## src/lcl_pkg.sv

```systemverilog
// Constants, field layout and defaults of the configure command loader
//
// Functional notes
// Command code 2h in bits 16-18 configures
// Legacy mode clamps byte count to 4..12
// Newer modes load up to 14 bytes
// Host writes byte 11 all ones in legacy
// Legacy mode keeps added serial features off
// Byte 0 low nibble counts bytes loaded
// Byte 0 bit 7 marks prefetched descriptors
// Byte 1 low nibble is FIFO limit
// Monitor bits ignored when count below 12
// Byte 2 bit 1 enables resume re-fetch
// Byte 2 bit 7 keeps bad frames
// Byte 3 holds address, preface, loopback fields
// Byte 8 low bits: filter, coding, carrier
// Byte 8 high bits: FCS, stuffing, padding
// Byte 9 holds carrier and collision filters
// Byte 10 is shortest frame size
// Byte 11 low bits: preface, length, FCS
// Byte 11 high bits: resend, group, monitor; bits 7:6 of byte 11 are unused, rx_monitor is taken from byte 1
// Abort sets aborted bit, else cleared
// Host zeroes word bits 19-28 in newer modes
// Complete and busy written in one word
// Any reset restores every default
// Bytes 4-7 hold backoff, spacing, slot, retries
// Unloaded bytes unchanged; done after all applied
package lcl_pkg;

  // Command word layout
  localparam int          CMD_LSB        = 16;
  localparam int          CMD_MSB        = 18;
  localparam logic [2:0]  CMD_CONFIGURE  = 3'h2;

  // Memory structure modes presented on mem_mode
  localparam logic [1:0]  MODE_LEGACY    = 2'h0;
  localparam logic [1:0]  MODE_SEGMENTED = 2'h1;
  localparam logic [1:0]  MODE_LINEAR    = 2'h2;

  // Byte count limits
  localparam logic [3:0]  CNT_LEGACY_MAX = 4'hC;
  localparam logic [3:0]  CNT_LEGACY_MIN = 4'h4;
  localparam logic [3:0]  CNT_NEW_MAX    = 4'hE;
  localparam logic [3:0]  CNT_NEW_MIN    = 4'h1;
  localparam logic [3:0]  CNT_MONITOR    = 4'hC;
  localparam int          CFG_BYTES_MAX  = 14;

  // Byte indices
  localparam int          IX_COUNT  = 0;
  localparam int          IX_FIFO   = 1;
  localparam int          IX_RXOPT  = 2;
  localparam int          IX_ADDR   = 3;
  localparam int          IX_PRIO   = 4;
  localparam int          IX_SPACE  = 5;
  localparam int          IX_SLOTL  = 6;
  localparam int          IX_SLOTH  = 7;
  localparam int          IX_LINE   = 8;
  localparam int          IX_FILT   = 9;
  localparam int          IX_MINLEN = 10;
  localparam int          IX_EXTRA  = 11;
  localparam int          IX_DUPLEX = 12;
  localparam int          IX_MULTI  = 13;

  // Single bit positions
  localparam int          B_PREFETCH = 7;
  localparam int          B_RESUME   = 1;
  localparam int          B_SAVEBAD  = 7;
  localparam int          B_BIT3     = 3;
  localparam int          B_BIT7     = 7;
  localparam int          B_BIT6     = 6;

  // Status word of the even half of the block
  localparam int          ST_C   = 15;
  localparam int          ST_B   = 14;
  localparam int          ST_OK  = 13;
  localparam int          ST_A   = 12;

  // Reset values of all configuration bytes
  localparam logic [7:0]  DEF_BYTE [CFG_BYTES_MAX] = '{
    8'h0E, 8'hC8, 8'h40, 8'h26, 8'h00, 8'h60, 8'h00,
    8'hF2, 8'h00, 8'h00, 8'h40, 8'hFF, 8'h00, 8'h3F};

endpackage : lcl_pkg

```

## src/lcl_cfg_if.sv

```systemverilog
// Interface between the loader sequencer and the parameter store
`timescale 1ns/10ps
interface lcl_cfg_if #(parameter int N = 14);
  logic        wr_en;        // Write one parameter byte
  logic [3:0]  wr_idx;       // Byte index
  logic [7:0]  wr_data;      // Byte value
  logic        keep_monitor; // Protect monitor bits of byte 1
  logic        soft_reset;   // Restore defaults
  logic [7:0]  bytes [N];    // Current configuration

  modport loader (output wr_en, wr_idx, wr_data, keep_monitor,
                  soft_reset, input bytes);
  modport store  (input wr_en, wr_idx, wr_data, keep_monitor,
                  soft_reset, output bytes);
endinterface : lcl_cfg_if

```

## src/lcl_config_loader.sv

```systemverilog
// Configure command loader: fetch sequencer and decoded settings
`timescale 1ns/10ps
module lcl_config_loader
  import lcl_pkg::*;
#(
  parameter int CFG_BYTES = 14
) (
  input  wire logic         sys_clk,
  input  wire logic         reset_n,
  input  wire logic         clk_en,
  input  wire logic         soft_reset,
  input  wire logic [1:0]   mem_mode,
  input  wire logic         cmd_valid,
  input  wire logic [31:0]  cmd_word,
  output logic              cmd_ready,
  input  wire logic         param_valid,
  input  wire logic [7:0]   param_data,
  output logic              param_ready,
  input  wire logic         engine_abort,
  output logic              stat_valid,
  output logic [15:0]       stat_word,
  input  wire logic         stat_ready,
  output logic              cfg_busy,
  output logic [3:0]        param_byte_count,
  output logic              desc_prefetch_mark,
  output logic [3:0]        fifo_limit,
  output logic [1:0]        rx_monitor,
  output logic              refetch_on_resume,
  output logic              keep_bad_frames,
  output logic [2:0]        addr_size,
  output logic              suppress_src_insert,
  output logic [1:0]        preface_size,
  output logic [1:0]        loop_select,
  output logic [2:0]        linear_precedence,
  output logic [2:0]        exponential_precedence,
  output logic              retry_delay_method,
  output logic [7:0]        frame_spacing,
  output logic [10:0]       slot_time,
  output logic [3:0]        retry_limit,
  output logic              accept_all_frames,
  output logic              reject_broadcast,
  output logic              line_coding_select,
  output logic              send_without_carrier,
  output logic              skip_fcs_append,
  output logic              fcs_16bit,
  output logic              stuffing_framing,
  output logic              pad_frames,
  output logic [2:0]        carrier_filter_len,
  output logic              carrier_source_sel,
  output logic [2:0]        collision_filter_len,
  output logic              collision_source_sel,
  output logic [7:0]        shortest_frame_size,
  output logic              preface_until_carrier,
  output logic              length_field_padding,
  output logic              keep_rx_fcs_in_memory,
  output logic              automatic_resend,
  output logic              collision_by_source_match,
  output logic              accept_all_group_frames,
  output logic              full_duplex,
  output logic              multi_addr,
  output logic              no_backoff
);

  // The byte table and count limits are sized for exactly this range
  if (CFG_BYTES != CFG_BYTES_MAX) begin : g_bad_size
    $error("CFG_BYTES must equal the store size of 14");
  end

  typedef enum logic [1:0] {
    LCL_IDLE,     // Waiting for a configure block
    LCL_MARK,     // Writing busy status
    LCL_FETCH,    // Loading parameter bytes
    LCL_FINISH    // Writing completion status
  } lcl_state_t;

  lcl_state_t  state, next_state;      // Sequencer state
  logic [3:0]  idx, next_idx;          // Next byte to load
  logic [3:0]  total, next_total;      // Clamped byte count
  logic        aborted, next_aborted;  // Abort seen for this block
  logic        legacy, next_legacy;    // Mode latched each cycle
  logic [15:0] next_stat_word;         // Status word to write
  logic [3:0]  raw_cnt;                // Count field of byte 0
  logic        is_config;              // Block carries our code

  lcl_cfg_if #(.N(CFG_BYTES)) cfg ();

  lcl_param_store #(.N(CFG_BYTES)) u_store (
    .sys_clk (sys_clk),
    .reset_n (reset_n),
    .clk_en  (clk_en),
    .cfg     (cfg)
  );

  // Only the configure code is taken; other commands go elsewhere
  assign is_config   = cmd_word[CMD_MSB:CMD_LSB] == CMD_CONFIGURE;
  assign cmd_ready   = clk_en && state == LCL_IDLE && is_config;
  // An abort takes precedence over the byte offered alongside it
  assign param_ready = clk_en && state == LCL_FETCH && !engine_abort;
  assign stat_valid  = state == LCL_MARK || state == LCL_FINISH;
  assign cfg_busy    = state != LCL_IDLE;
  assign raw_cnt     = param_data[3:0];

  // Store write port driven straight from the accepted byte
  assign cfg.wr_en        = param_valid && param_ready;
  assign cfg.wr_idx       = idx;
  assign cfg.wr_data      = param_data;
  assign cfg.keep_monitor = idx != 4'h0 && total < CNT_MONITOR;
  assign cfg.soft_reset   = soft_reset;

  // Sequencer next-state logic
  always_comb begin
    next_state     = state;
    next_idx       = idx;
    next_total     = total;
    next_aborted   = aborted;
    next_stat_word = stat_word;
    next_legacy    = mem_mode == MODE_LEGACY;
    unique case (state)
      LCL_IDLE: begin
        if (cmd_valid && cmd_ready) begin
          next_idx       = 4'h0;
          next_total     = CNT_NEW_MIN;
          next_aborted   = 1'b0;
          // Busy alone; complete stays clear in the same write
          next_stat_word = 16'h0000;
          next_stat_word[ST_B] = 1'b1;
          next_state     = LCL_MARK;
        end
      end
      LCL_MARK: begin
        if (engine_abort) begin
          next_aborted = 1'b1;
          next_state   = LCL_FINISH;
        end else if (stat_ready) begin
          next_state = LCL_FETCH;
        end
      end
      LCL_FETCH: begin
        if (engine_abort) begin
          next_aborted = 1'b1;
          next_state   = LCL_FINISH;
        end else if (param_valid) begin
          if (idx == 4'h0) begin
            // Count includes byte 0; clamp by memory mode
            if (legacy) begin
              if (raw_cnt > CNT_LEGACY_MAX) begin
                next_total = CNT_LEGACY_MAX;
              end else if (raw_cnt < CNT_LEGACY_MIN) begin
                next_total = CNT_LEGACY_MIN;
              end else begin
                next_total = raw_cnt;
              end
            end else begin
              if (raw_cnt > CNT_NEW_MAX) begin
                next_total = CNT_NEW_MAX;
              end else if (raw_cnt < CNT_NEW_MIN) begin
                next_total = CNT_NEW_MIN;
              end else begin
                next_total = raw_cnt;
              end
            end
            // Newer modes may clamp to one byte; such a block finishes after byte 0
            next_idx = 4'h1;
            if (!legacy && raw_cnt <= CNT_NEW_MIN) begin
              next_state = LCL_FINISH;
            end
          end else begin
            next_idx = idx + 4'h1;
            if (idx + 4'h1 == total) begin
              next_state = LCL_FINISH;
            end
          end
        end
      end
      LCL_FINISH: begin
        if (stat_ready) begin
          next_state = LCL_IDLE;
        end
      end
    endcase
    // Completion word: complete set, busy cleared, together
    if (next_state == LCL_FINISH && state != LCL_FINISH) begin
      next_stat_word        = 16'h0000;
      next_stat_word[ST_C]  = 1'b1;
      next_stat_word[ST_OK] = !next_aborted;
      next_stat_word[ST_A]  = next_aborted;
    end
    if (soft_reset) begin
      next_state     = LCL_IDLE;
      next_idx       = 4'h0;
      next_total     = CNT_NEW_MIN;
      next_aborted   = 1'b0;
      next_stat_word = 16'h0000;
    end
  end

  // Sequencer registers; all frozen while clk_en is low
  always_ff @(posedge sys_clk or negedge reset_n) begin
    if (!reset_n) begin
      state     <= LCL_IDLE;
      idx       <= 4'h0;
      total     <= CNT_NEW_MIN;
      aborted   <= 1'b0;
      legacy    <= 1'b1;
      stat_word <= 16'h0000;
    end else if (clk_en) begin
      state     <= next_state;
      idx       <= next_idx;
      total     <= next_total;
      aborted   <= next_aborted;
      legacy    <= next_legacy;
      stat_word <= next_stat_word;
    end
  end

  assign param_byte_count = cfg.bytes[IX_COUNT][3:0];
  // Prefetch marking and added serial features exist only in newer modes
  assign desc_prefetch_mark = !legacy &&
                              cfg.bytes[IX_COUNT][B_PREFETCH];
  assign fifo_limit        = cfg.bytes[IX_FIFO][3:0];
  assign rx_monitor        = cfg.bytes[IX_FIFO][7:6];
  assign refetch_on_resume = cfg.bytes[IX_RXOPT][B_RESUME];
  assign keep_bad_frames   = cfg.bytes[IX_RXOPT][B_SAVEBAD];
  assign addr_size           = cfg.bytes[IX_ADDR][2:0];
  assign suppress_src_insert = cfg.bytes[IX_ADDR][B_BIT3];
  assign preface_size        = cfg.bytes[IX_ADDR][5:4];
  assign loop_select         = cfg.bytes[IX_ADDR][7:6];
  assign linear_precedence      = cfg.bytes[IX_PRIO][2:0];
  assign exponential_precedence = cfg.bytes[IX_PRIO][6:4];
  assign retry_delay_method     = cfg.bytes[IX_PRIO][B_BIT7];
  assign frame_spacing = cfg.bytes[IX_SPACE];
  assign slot_time     = {cfg.bytes[IX_SLOTH][2:0], cfg.bytes[IX_SLOTL]};
  assign retry_limit   = cfg.bytes[IX_SLOTH][7:4];
  assign accept_all_frames    = cfg.bytes[IX_LINE][0];
  assign reject_broadcast     = cfg.bytes[IX_LINE][1];
  assign line_coding_select   = cfg.bytes[IX_LINE][2];
  assign send_without_carrier = cfg.bytes[IX_LINE][3];
  assign skip_fcs_append      = cfg.bytes[IX_LINE][4];
  assign fcs_16bit            = cfg.bytes[IX_LINE][5];
  assign stuffing_framing     = cfg.bytes[IX_LINE][6];
  assign pad_frames           = cfg.bytes[IX_LINE][7];
  assign carrier_filter_len   = cfg.bytes[IX_FILT][2:0];
  assign carrier_source_sel   = cfg.bytes[IX_FILT][B_BIT3];
  assign collision_filter_len = cfg.bytes[IX_FILT][6:4];
  assign collision_source_sel = cfg.bytes[IX_FILT][B_BIT7];
  assign shortest_frame_size  = cfg.bytes[IX_MINLEN];
  assign preface_until_carrier     = cfg.bytes[IX_EXTRA][0];
  assign length_field_padding      = cfg.bytes[IX_EXTRA][1];
  assign keep_rx_fcs_in_memory     = cfg.bytes[IX_EXTRA][2];
  assign automatic_resend          = cfg.bytes[IX_EXTRA][3];
  assign collision_by_source_match = cfg.bytes[IX_EXTRA][4];
  assign accept_all_group_frames   = cfg.bytes[IX_EXTRA][5];
  assign full_duplex = cfg.bytes[IX_DUPLEX][B_BIT6] && !legacy;
  assign multi_addr  = cfg.bytes[IX_MULTI][B_BIT6] && !legacy;
  assign no_backoff  = cfg.bytes[IX_MULTI][B_BIT7] && !legacy;
endmodule : lcl_config_loader

```

## src/lcl_param_store.sv

```systemverilog
// Configuration byte store with reset defaults
`timescale 1ns/10ps
module lcl_param_store
  import lcl_pkg::*;
#(
  parameter int N = 14
) (
  input  wire logic  sys_clk,
  input  wire logic  reset_n,
  input  wire logic  clk_en,
  lcl_cfg_if.store   cfg
);

  logic [7:0] mem      [N];  // Stored bytes
  logic [7:0] next_mem [N];  // Next values

  // Per-entry next value; untouched bytes hold their value
  for (genvar i = 0; i < N; i++) begin : g_entry
    always_comb begin
      next_mem[i] = mem[i];
      if (cfg.soft_reset) begin
        next_mem[i] = DEF_BYTE[i];
      end else if (cfg.wr_en && cfg.wr_idx == 4'(i)) begin
        next_mem[i] = cfg.wr_data;
        // Short loads must not disturb the monitor setting
        if (i == IX_FIFO && cfg.keep_monitor) begin
          next_mem[i][7:6] = mem[i][7:6];
        end
      end
    end

    // Registers only; reset takes the defaults
    always_ff @(posedge sys_clk or negedge reset_n) begin
      if (!reset_n) begin
        mem[i] <= DEF_BYTE[i];
      end else if (clk_en) begin
        mem[i] <= next_mem[i];
      end
    end

    assign cfg.bytes[i] = mem[i];
  end
endmodule : lcl_param_store

```

## config.mk

```make
export PLATFORM = sky130hd
export DESIGN_NAME = lcl_config_loader
export DESIGN_NICKNAME = d
export VERILOG_FILES = /design/src/lcl_pkg.sv /design/src/lcl_cfg_if.sv /design/src/lcl_config_loader.sv /design/src/lcl_param_store.sv
export SDC_FILE = /design/constraint.sdc
export NUM_CORES = 1
export LEC_CHECK = 0
export ABC_AREA = 1
export BUFFER_PORTS_ARGS = -buffer_cell sky130_fd_sc_hd__buf_2
export CORE_UTILIZATION = 40
export CTS_CLUSTER_DIAMETER = 100
export DETAILED_ROUTE_END_ITERATION = 6
export PLACE_DENSITY = 0.62
export SLEW_MARGIN = 20
export SYNTH_ARGS = -nofsm -noshare
export SYNTH_HDL_FRONTEND = slang
export SYNTH_SLANG_ARGS = --single-unit
```

## constraint.sdc

```tcl
create_clock -name sys_clk -period 2.7 [get_ports sys_clk]
set_input_delay 0.405 -clock sys_clk [delete_from_list [all_inputs] [get_ports sys_clk]]
set_output_delay 0.405 -clock sys_clk [all_outputs]
set_load 0.01 [all_outputs]
```

==> reports/metrics.csv <==
stage,metric,value,unit
place,dpl cells,752,
setup_path,Startpoint Class,flip-flop,
grt,vias in the first global route,3579,
power_and_ir_drop,Reg power frac,45.6,%
power_and_ir_drop,Switching Fraction,32.9,%
yosys,Area contributors post-synth,"dfrtp_1 38%, dfstp_2 13%, nand2_1 11%, buf_4 11%, o21ai_0 6.7%",
power_and_ir_drop,leakage power total,2.72,nW
flow_run,# Max-Cap Violations,0,
place,GP Congestion,0.871,
timing,Max Freq,0.428,GHz
detailed_routing,Avg WL per Cell,15.1,um
final_layout,cell area after layout,5430,um^2
yosys,Yosys top cell area share,38.1,%
clocking,hold_buf cts,0,
floorplanning,top-level port count,154,
floorplanning,die width,113,um
power_and_ir_drop,clock share of power,30.6,%
grt,pin count of the biggest net entering global routing,63,
yosys,Mapped Area,4930,um^2
timing,Setup Skew,0.00713,ns
detailed_routing,vias,3843,
yosys,syn avg cell area,8.74,um^2
place,pre-CTS setup slack,0.397,ns
setup_path,crit-path max FO,16,
final_layout,fill cell count,1220,
power_and_ir_drop,Gate power share,23.7,%
place,DP Area,5140,um^2
clocking,htree depth,3,
grt,Total GRT Usage,18.7,%
clocking,worst-skew pair later-pin latency,0.35,ns
timing,max_slew headroom,41.0,%
yosys,synthesis-stage register bit count,100,
final_layout,Finished Layout Cells,768,
final_layout,ant diodes,0,
yosys,YS warnings,0,
detailed_routing,Vias/cell,5.00,
setup_path,CP endpoint kind,flip-flop,
detailed_routing,DRC,0,
grt,remaining global-route overflow,0,
final_layout,register area,2530,um^2
detailed_routing,Detailed Routing Iterations Pass 1,5,
setup_path,CP Data Required Time,2.92,ns
timing,final hold vios,0,
power_and_ir_drop,PwrDens,749,nW/um^2
clocking,TritonCTS clock tree,built,
timing,final setup margin,0.364,ns
floorplanning,DIE AREA,12800,um^2
yosys,Post-Syn Instances,564,
detailed_routing,DR iter-0 viols,208,
status,status,finished clean,
timing,RSZ-0062 raised after global routing,false,
grt,number of antenna violations at the first check in global routing,0,
power_and_ir_drop,internal power,0.00273,W
yosys,synth unique cells,32,
clocking,Num CTS Buffers,9,
setup_path,crit path kind,reg2reg,
place,# port buffers,112,
power_and_ir_drop,P_sw,0.00134,W
place,HPWL Detailed,8.36,mm
timing,Final Setup Violations,0,
timing,Period minus WS final,2.34,ns
floorplanning,Core ar.,12000,um^2
timing,"Period Utilization, post-route",86.5,%
grt,first-pass GRT wire length,18.4,mm
clocking,clock slew at reported path FFs,0.07,ns
clocking,root buf cell,clkbuf_16,
setup_path,R2R cell count,11,
timing,Worst Max-Slew Pin Slew,0.879,ns
clocking,clock sink count,100,
setup_path,critical path arrival,2.56,ns
final_layout,Layout area overhead,10.1,%
floorplanning,Initial Util,41.1,%
detailed_routing,DRT antenna net count,0,
clocking,Post-CTS Setup Bufs,0,
final_layout,Multi-input gate area,1680,um^2
yosys,Synth area leader,dfrtp_1,
hold_path,worst min-delay path category,in2async,
detailed_routing,WL final,11.6,mm
timing,max-slew violation count,0,
floorplanning,Die Height,113,um
final_layout,nets@finish,674,
floorplanning,site row count,40,
timing,Post-Route Setup TNS,0,ns
yosys,"Seq/Total Area, Yosys",51.4,%
clocking,Max clock buf depth,2,
final_layout,share of post-route cells with drive strength above 1,27.4,%
power_and_ir_drop,worst vdd rail ir drop,296,uV
clocking,CTS resizes,0,
## cells in the mapped netlist
| master | count |
|---|---|
| nand2_1 | 147 |
| dfrtp_1 | 75 |
| buf_4 | 73 |
| o21ai_0 | 66 |
| o21ai_1 | 42 |
| inv_1 | 33 |
| dfstp_2 | 25 |
| nor2_1 | 24 |
| nand3_1 | 15 |
| ha_1 | 8 |
| buf_2 | 7 |
| a21oi_1 | 6 |
| inv_2 | 5 |
| nand4_1 | 5 |
| nor3_1 | 5 |
| nand2_2 | 4 |
| a31oi_1 | 3 |
| clkbuf_1 | 3 |
| o211ai_1 | 3 |
| buf_6 | 2 |
| o22ai_1 | 2 |
| a21oi_2 | 1 |
| a22oi_1 | 1 |
| a311oi_1 | 1 |
| buf_1 | 1 |
| conb_1 | 1 |
| nor2_8 | 1 |
| nor3_4 | 1 |
| nor4_4 | 1 |
| o21bai_1 | 1 |
| o31ai_1 | 1 |
| o32a_1 | 1 |
## cells in the final DEF (no fill, tap or decap), types with 2 or more instances in the layout
| cell | n |
|---|---|
| o21ai_0 | 66 |
| a21oi_1 | 6 |
| nor3_1 | 5 |
| nand3_1 | 15 |
| nand4_1 | 5 |
| buf_4 | 4 |
| clkinvlp_4 | 3 |
| nand2_2 | 4 |
| o21ai_1 | 42 |
| ha_1 | 8 |
| inv_1 | 33 |
| nor2_1 | 24 |
| dfstp_2 | 25 |
| dfrtp_1 | 75 |
| clkbuf_16 | 9 |
| buf_2 | 111 |
| nand2_1 | 147 |
| o211ai_1 | 3 |
| a31oi_1 | 3 |
| o22ai_1 | 2 |
| inv_2 | 5 |
| conb_1 | 12 |
| clkinv_4 | 2 |
## power by group through the flow
stage                     Clock [W]  Sequential [W]  Combinational (W)
after CTS                   0.00126         0.00186           0.000968
final                       0.00125         0.00186           0.000965
after floorplan                   0         0.00187           0.000744
after detailed placement          0         0.00188           0.000965
after global routing        0.00133         0.00188            0.00109
after global placement            0         0.00187           0.000941
## layer usage
layer / global-route usage [%] / wire, um / vias to the layer above / part of all wire [%]
met4: 6.49 / 249 / 0 / 2.2
met2: 29.3 / 5230 / 139 / 45
met1: 25.6 / 5440 / 1821 / 47
met5: 0 / 0 / - / 0
li1: - / - / 1868 / -
met3: 4.39 / 661 / 15 / 5.7
## worst max-delay path, stage by stage, from the launching register on
cell and delay (ns):
dfrtp_1 0.43, inv_1 0.16, ha_1 0.24, inv_1 0.12, nor3_4 0.21, nand2_2 0.13
inv_2 0.11, nand2_1 0.07, o21ai_1 0.12, nand2_1 0.36, nand2_1 0.17, o21ai_1 0.08
## path summary, 6_finish.rpt
check	slack, ns	from	to
worst max-delay path	0.36	state[0]	u_store.cfg.bytes[83]
worst min-delay path	0.03	reset_n	u_store.cfg.bytes[35]
worst max register to register	0.36	state[0]	u_store.cfg.bytes[83]
worst min register to register	0.48	stat_word[12]	stat_word[12]
max in group asynchronous	1.91	reset_n	u_store.cfg.bytes[106]
min in group sys_clk	0.19	mem_mode[1]	legacy
## logic make-up after synthesis
logic type	synth area share (%)
buffers and inverters	15.5
AO/OA/AOI/OAI	13.7
flip-flops	51.4
other	0.0760
adder cells (fa/ha/maj)	2.03
AND/OR/NAND/NOR	17.4
## stage by stage
step                utilization (%)  power (W)  hold WS, ns
floorplan                         -    0.00262        0.109
global placement               42.8    0.00282        0.417
detailed placement             42.8    0.00285        0.424
CTS                            45.2    0.00409       0.0499
global route                   45.2    0.00430       0.0656
finish                         45.2    0.00407       0.0334
## layout make-up
| type | count | share of cell area, % |
|---|---|---|
| Multi-Input combinational cell | 351 | 30.9 |
| Tap cell | 147 | 3.39 |
| Sequential cell | 100 | 46.7 |
| Clock buffer | 10 | 4.40 |
| Timing Repair Buffer | 116 | 11.2 |
| Inverter | 38 | 2.63 |
| Clock inverter | 6 | 0.899 |
## flip-flops by register name, summed over array words and instances (netlist names)
| register | count |
|---|---|
| aborted | 1 |
| cfg.wr_idx | 4 |
| legacy | 1 |
| stat_word | 4 |
| state | 2 |
| total | 4 |
| u_store.cfg.bytes | 84 |
(Power assumes the default switching activity.)
